--- src/shared/wdg_pkg.sv ---
// constants and carrier types for the window watchdog and reset generator
// assumes a single 25 MHz system clock and strap levels static after reset
//
// Summary of operation
// - straps pick slow, fast or disabled watchdog
// - strap b low fast; a low b high slow
// - reset delay fast only when both straps low
// - hold reset low for delay after power-on
// - reset rising edge starts ignore window, trigger ignored
// - ignore end opens long window, four open windows
// - valid trigger in long window starts closed window
// - falling edge of trigger input is the event
// - valid: two high then two low samples
// - closed window expiry starts standard open window
// - valid trigger ends open window, new closed window
// - open window expiry without trigger asserts reset
// - trigger during closed window asserts reset
// - output undervoltage asserts reset
// - input undervoltage asserts reset on 3.3 V option
package wdg_pkg;
    localparam int CLK_HZ = 25000000;
    // sample tick period, in microseconds
    localparam int SAMPLE_US = 500;
    localparam int SAMPLE_CYC = CLK_HZ / 1000000 * SAMPLE_US;
    localparam logic [13:0] SAMPLE_LAST = 14'(SAMPLE_CYC - 1);
    // durations in milliseconds, fast timing
    localparam int RESET_DELAY_MS = 16;
    localparam int IGNORE_MS = 32;
    localparam int CLOSED_MS = 32;
    localparam int OPEN_MS = 32;
    localparam int LONG_OPEN_MS = 4 * OPEN_MS;
    localparam int TICKS_PER_MS = 1000 / SAMPLE_US;
    localparam logic [9:0] T_RESET = 10'(RESET_DELAY_MS * TICKS_PER_MS);
    localparam logic [9:0] T_IGNORE = 10'(IGNORE_MS * TICKS_PER_MS);
    localparam logic [9:0] T_CLOSED = 10'(CLOSED_MS * TICKS_PER_MS);
    localparam logic [9:0] T_OPEN = 10'(OPEN_MS * TICKS_PER_MS);
    localparam logic [9:0] T_LONG = 10'(LONG_OPEN_MS * TICKS_PER_MS);

    typedef enum logic [1:0] {WD_FAST, WD_SLOW, WD_OFF} wd_mode_t;

    typedef enum {
        ST_RESET, ST_IGNORE, ST_LONG, ST_CLOSED, ST_OPEN
    } wd_state_t;

    typedef struct packed {
        logic strap_a;
        logic strap_b;
    } straps_t;

    typedef struct packed {
        logic out_low;
        logic in_low;
    } supply_t;
endpackage

--- src/verilog/window_watchdog_reset_gen.sv ---
// window watchdog with power-on and undervoltage reset generation
// assumes trigger, straps and comparator levels are synchronous to sys_clk
`timescale 1ns/100ps
module window_watchdog_reset_gen
    import wdg_pkg::*;
#(
    parameter bit LOW_VOLT_OPTION = 1'b0,
    // clocks per sample tick; every window scales with it alike
    parameter int SAMPLE_DIV = SAMPLE_CYC
) (
    input wire logic sys_clk,
    input wire logic rst_b,
    input wire straps_t straps,
    input wire supply_t supply,
    input wire logic watchdog_trigger_in,
    output logic cpu_reset_out_b,
    output logic cpu_reset_oe_b,
    output wd_state_t window_state
);

    // ----------------------------------------------------------------
    // decoding
    // ----------------------------------------------------------------
    function automatic wd_mode_t wd_mode(input straps_t s);
        if (!s.strap_b) begin
            return WD_FAST;
        end else if (!s.strap_a) begin
            return WD_SLOW;
        end
        return WD_OFF;
    endfunction

    function automatic logic reset_slow(input straps_t s);
        return s.strap_a | s.strap_b;
    endfunction

    // a duration scaled for slow mode; widths hold the doubled long window
    function automatic logic [10:0] scaled(input logic [9:0] t,
                                           input logic slow);
        return slow ? {t, 1'b0} : {1'b0, t};
    endfunction

    typedef struct packed {
        wd_state_t st;
        logic [13:0] div;
        logic tick;
        logic [10:0] cnt;
        logic [3:0] hist;
        logic rst_out;
    } state_t;

    state_t s_q, s_d;
    wd_mode_t mode;
    logic uv;
    logic valid_trig;
    logic wd_slow;
    // last divider count of one sample period
    localparam logic [13:0] DIV_LAST = 14'(SAMPLE_DIV - 1);

    assign mode = wd_mode(straps);
    assign wd_slow = (mode == WD_SLOW);
    assign uv = supply.out_low | (LOW_VOLT_OPTION & supply.in_low);
    // two high then two low samples on the sample tick
    assign valid_trig = s_q.tick && (s_q.hist == 4'b1100);

    // ----------------------------------------------------------------
    // sequencer
    // ----------------------------------------------------------------
    always_comb begin
        s_d = s_q;
        s_d.tick = 1'b0;
        if (s_q.div == DIV_LAST) begin
            s_d.div = 14'h0000;
            s_d.tick = 1'b1;
        end else begin
            s_d.div = s_q.div + 14'h0001;
        end
        if (s_q.tick) begin
            s_d.hist = {s_q.hist[2:0], watchdog_trigger_in};
            s_d.cnt = s_q.cnt + 11'h001;
        end
        if (uv) begin
            s_d.st = ST_RESET;
            s_d.cnt = 11'h000;
            s_d.rst_out = 1'b0;
        end else begin
            unique case (s_q.st)
                ST_RESET: begin
                    // reset delay counts only while the supply is good
                    if (s_q.cnt >= scaled(T_RESET, reset_slow(straps))) begin
                        s_d.rst_out = 1'b1;
                        s_d.st = ST_IGNORE;
                        s_d.cnt = 11'h000;
                    end
                end
                ST_IGNORE: begin
                    // trigger history keeps shifting, but is not acted on
                    if (s_q.cnt >= scaled(T_IGNORE, wd_slow)) begin
                        s_d.st = ST_LONG;
                        s_d.cnt = 11'h000;
                    end
                end
                ST_LONG: begin
                    if (valid_trig) begin
                        s_d.st = ST_CLOSED;
                        s_d.cnt = 11'h000;
                    end else if (s_q.cnt >= scaled(T_LONG, wd_slow)) begin
                        s_d.st = ST_RESET;
                        s_d.rst_out = 1'b0;
                        s_d.cnt = 11'h000;
                    end
                end
                ST_CLOSED: begin
                    if (valid_trig) begin
                        s_d.st = ST_RESET;
                        s_d.rst_out = 1'b0;
                        s_d.cnt = 11'h000;
                    end else if (s_q.cnt >= scaled(T_CLOSED, wd_slow)) begin
                        s_d.st = ST_OPEN;
                        s_d.cnt = 11'h000;
                    end
                end
                ST_OPEN: begin
                    if (valid_trig) begin
                        s_d.st = ST_CLOSED;
                        s_d.cnt = 11'h000;
                    end else if (s_q.cnt >= scaled(T_OPEN, wd_slow)) begin
                        s_d.st = ST_RESET;
                        s_d.rst_out = 1'b0;
                        s_d.cnt = 11'h000;
                    end
                end
            endcase
            // disabled watchdog parks in the ignore window
            if (mode == WD_OFF && s_q.st != ST_RESET) begin
                s_d.st = ST_IGNORE;
                s_d.cnt = 11'h000;
                s_d.rst_out = 1'b1;
            end
        end
    end

    always_ff @(posedge sys_clk or negedge rst_b) begin
        if (!rst_b) begin
            s_q <= '{st: ST_RESET, div: 14'h0000, tick: 1'b0,
                     cnt: 11'h000, hist: 4'h0, rst_out: 1'b0};
        end else begin
            s_q <= s_d;
        end
    end

    // open-drain reset: enable low while pulling the pin low
    assign cpu_reset_out_b = 1'b0;
    assign cpu_reset_oe_b = s_q.rst_out;
    assign window_state = s_q.st;

    // ----------------------------------------------------------------
    // checks
    // ----------------------------------------------------------------
    uv_reset_a: assert property (@(posedge sys_clk)
        disable iff (!rst_b)
        supply.out_low |=> !s_q.rst_out)
        else $error("reset not asserted on undervoltage");

    in_low_a: assert property (@(posedge sys_clk)
        disable iff (!rst_b)
        (LOW_VOLT_OPTION && supply.in_low) |=> !s_q.rst_out)
        else $error("reset not asserted on input undervoltage");

    closed_early_a: assert property (@(posedge sys_clk)
        disable iff (!rst_b)
        (s_q.st == ST_CLOSED && valid_trig && !uv && mode != WD_OFF)
        |=> s_q.st == ST_RESET && !s_q.rst_out)
        else $error("early trigger did not reset");

    open_trig_a: assert property (@(posedge sys_clk)
        disable iff (!rst_b)
        (s_q.st == ST_OPEN && valid_trig && !uv && mode != WD_OFF)
        |=> s_q.st == ST_CLOSED && s_q.cnt == 11'h000)
        else $error("open window trigger not taken");

    long_trig_a: assert property (@(posedge sys_clk)
        disable iff (!rst_b)
        (s_q.st == ST_LONG && valid_trig && !uv && mode != WD_OFF)
        |=> s_q.st == ST_CLOSED)
        else $error("long window trigger not taken");

    long_expire_a: assert property (@(posedge sys_clk)
        disable iff (!rst_b)
        (s_q.st == ST_LONG && !valid_trig && !uv && mode != WD_OFF
         && s_q.cnt >= scaled(T_LONG, wd_slow))
        |=> s_q.st == ST_RESET && !s_q.rst_out)
        else $error("long window expiry did not reset");

    release_a: assert property (@(posedge sys_clk)
        disable iff (!rst_b)
        $rose(s_q.rst_out) |-> s_q.st == ST_IGNORE && s_q.cnt == 11'h000)
        else $error("reset release did not start ignore window");

    delay_done_a: assert property (@(posedge sys_clk)
        disable iff (!rst_b)
        $rose(s_q.rst_out)
        |-> $past(s_q.cnt) >= scaled(T_RESET, reset_slow(straps)))
        else $error("reset released before the delay");

    ignore_hold_a: assert property (@(posedge sys_clk)
        disable iff (!rst_b)
        (s_q.st == ST_IGNORE && valid_trig && !uv
         && s_q.cnt < 11'(T_IGNORE)) |=> s_q.st == ST_IGNORE)
        else $error("trigger acted on in ignore window");

    off_mode_a: assert property (@(posedge sys_clk)
        disable iff (!rst_b)
        (mode == WD_OFF && !uv && s_q.rst_out) |=> s_q.rst_out)
        else $error("disabled watchdog asserted reset");

    open_expire_a: assert property (@(posedge sys_clk)
        disable iff (!rst_b)
        (s_q.st == ST_OPEN && !valid_trig && !uv && mode == WD_FAST
         && s_q.cnt == 11'(T_OPEN)) |=> !s_q.rst_out)
        else $error("open window expiry did not reset");

    // only meaningful while a sample period is longer than eight clocks
    tick_rate_a: assert property (@(posedge sys_clk)
        disable iff (!rst_b)
        s_q.tick |=> !s_q.tick [*8])
        else $error("sample tick too frequent");
endmodule

--- config.mk ---
export PLATFORM = sky130hd
export DESIGN_NAME = window_watchdog_reset_gen
export DESIGN_NICKNAME = d
export VERILOG_FILES = /design/src/shared/wdg_pkg.sv /design/src/verilog/window_watchdog_reset_gen.sv
export SDC_FILE = /design/constraint.sdc
export NUM_CORES = 1
export LEC_CHECK = 0
export CORE_UTILIZATION = 63
export DETAILED_ROUTE_END_ITERATION = 8
export DONT_BUFFER_PORTS = 1
export PLACE_DENSITY = 0.88
export SETUP_SLACK_MARGIN = 0.2
export SLEW_MARGIN = 20
export SYNTH_ARGS = -nofsm -noshare
export SYNTH_HDL_FRONTEND = slang
export SYNTH_SLANG_ARGS = --single-unit
export TNS_END_PERCENT = 1
--- constraint.sdc ---
create_clock -name sys_clk -period 2.9 [get_ports sys_clk]
set_clock_uncertainty 0.05 [all_clocks]
set_input_delay 0.29 -clock sys_clk [delete_from_list [all_inputs] [get_ports sys_clk]]
set_output_delay 0.29 -clock sys_clk [all_outputs]
set_load 0.03 [all_outputs]
==> flow_summary.ini <==
[run_status]
outcome = complete, but fails checks
violations = DRC

[power]
ir_worst_vdd_mv = 0.227
powerDensity_nw_per_um2 = 441
p_total_mw = 0.956
p_leak_nw = 0.989

[worst_setup_path]
critPathRequiredTime_ns = 3.11
crit_chain = or3b_1, a31oi_1, o221ai_1, and3_1, nand2b_1, nor2_1
crit_path_top_delay_cell = dfrtp_1
crit_type = reg2reg
worst-path-max-fanout = 11
crit_arrival_ns = 2.66
crit_path_end_kind = flop
cp_top_family = simple AND/OR/NAND/NOR gates
path_buf_inv = 0
worstSetupStartpointType = flop
cp_slowest_stage_delay_ns = 0.71

[route]
viasPerCell = 5.50
vias = 1563
first_pass_iters = 7
wl_um = 3770
final_antenna_net_count = 0
post-route-drc-count = 2
avgRoutedWirePerCell_um = 13.3
drtIter0Drc = 144

[placement]
gp_congestion = 0.832
port_buffers = 0
hpwl_um = 2690
pre_cts_slack_ns = 0.445

[global_routing]
grt-ovfl-total = 0
busiest_layer = met2
grt_max_degree = 35
grt_use_met3_pct = 5.97
antenna_found_initial = 0
gr-usage-met2_pct = 40.2
grt_pass1_vias = 1461
grt_use_total_pct = 23.5
grt_pass1_wl_um = 6190
met1_usage_pct = 25.3

[sta]
holdWs_ns = 0.0371
clock.fmax_mhz = 408
period_minus_slack_ns = 2.45
worst_pin_slew_ns = 0.558
setup_viol = 0
finalCritPeriodShare_pct = 84.6
hold_viol_final = 0
worst_slack_ns = 0.446
relSlewSlack_pct = 62.8
drv_slew = 0
rsz0062_at_grt = no
setup_tns_ns = 0

[finish]
fin_util_pct = 65.0
fillCellCount = 294
area_growth_pct = -0.914
num_antenna_cells = 0
final_layout_size_suffix_gt1_share_pct = 6.30
layout_common_cells = 34 x dfrtp_1, 30 x conb_1, 25 x nor2_1, 17 x nand3_1, 16 x xnor2_1
layout.nets = 254
layout_commonest_cell = dfrtp_1

[clock_network]
tritoncts = built
cts_buffers = 5
htreeDepth = 2
cts_setup_buffers = 0
path_clk_slew_ns = 0.10
root_buffer = clkbuf_4
clkLatencyLatePin_ns = 0.35
clk_path_buf_depth = 2
cts.sink_count = 34

[yosys]
ys_seq_area_share_pct = 38.9
ys_ff_latch = 34
synth_cell_types = 43
netlist_area_um2 = 2190
ys.flop_type = dfrtp_1
synth.avg_cell_area_um2 = 9.28
syn_inst = 236
synth_edf_count = 0
ys_async_sr_fraction_pct = 100
yosys_warnings = 0

[floorplanning]
die_h_um = 61.0
num_io_pins = 41
fp.dieW_um = 61.0
die_area_um2 = 3720
rows = 21
start_util_pct = 65.6
core-area_um2 = 3340

[worst_hold_path]
hold_class = in2reg

[flow_run]
maxCapViolCount = 0
area by class of cell:
cell class / count / area (µm²) / share of cell area [%]
clock buffer: 7 / 45.0 / 2.08
tap: 46 / 57.6 / 2.65
sequential: 34 / 851 / 39.2
multi-input combinational: 185 / 1140 / 52.6
inverter: 8 / 30.0 / 1.38
timing repair buffer: 4 / 45.0 / 2.08
synth_stat cells (all sizes together), types with 3 or more instances:
master   n  area, µm²
buf     37        279
dfrtp   34        851
nor2    25       93.8
nand3   17       85.1
xnor2   16        140
nand2   15       56.3
ha       9        113
inv      8       30.0
and3     7       43.8
nor3     6       30.0
xor2     6       52.6
nand4    5       31.3
a31oi    4       25.0
mux2     4       45.0
nand2b   4       25.0
o21ai    4       20.0
a21oi    3       15.0
nor2b    3       18.8
nor4b    3       26.3
power breakdown:
part | leakage [nW] | switching, mW | total [mW] | internal [mW]
clock | 0.0254 | 0.154 | 0.245 | 0.0912
sequential | 0.457 | 0.0380 | 0.521 | 0.483
combinational | 0.507 | 0.130 | 0.190 | 0.0594
cell families after synthesis:
kind of cell	after synthesis	share of synthesized area [%]
other cells	1	0.171
mux	5	2.51
buf+inv	46	14.3
compound gates	22	7.31
flops	34	38.9
simple gates	97	22.9
fa+ha+maj	9	5.14
xor+xnor	22	8.80
per-layer routing:
metal  vias to the layer above  wire (µm)
met1                       758       1520
met2                        37       1970
met5                         -          0
li1                        758          -
met4                         0        105
met3                        10        174
through the flow:
step / area, µm² / cells
floorplan: 2300 / 265
global placement: 2090 / 275
detailed placement: 2090 / 275
CTS: 2160 / 284
global route: 2170 / 284
finish: 2170 / 284
worst paths after layout:
path	startpoint	end	slack, ns	cells past startpoint
worst max-delay path	window_state[2]	s_q[8]	0.45	6
worst min-delay path	watchdog_trigger_in	s_q[1]	0.04	1
worst max register to register	window_state[2]	s_q[8]	0.45	6
worst min register to register	s_q[30]	s_q[30]	0.44	1
max in group asynchronous	rst_b	s_q[16]	2.28	2
min in group asynchronous	rst_b	cpu_reset_oe_b	0.33	2
flip-flops by register name, indices dropped and copies added, names as in the netlist:
signal and cells:
window_state 3, cpu_reset_oe_b 1, s_q 30
repair_timing:
action	CTS	global route
hold endpoints to repair	34	0
endpoints found under the setup margin	0	3
resized for setup	0	1
hold buffers	2	0
Note: power is estimated with default switching activity, not from simulation.
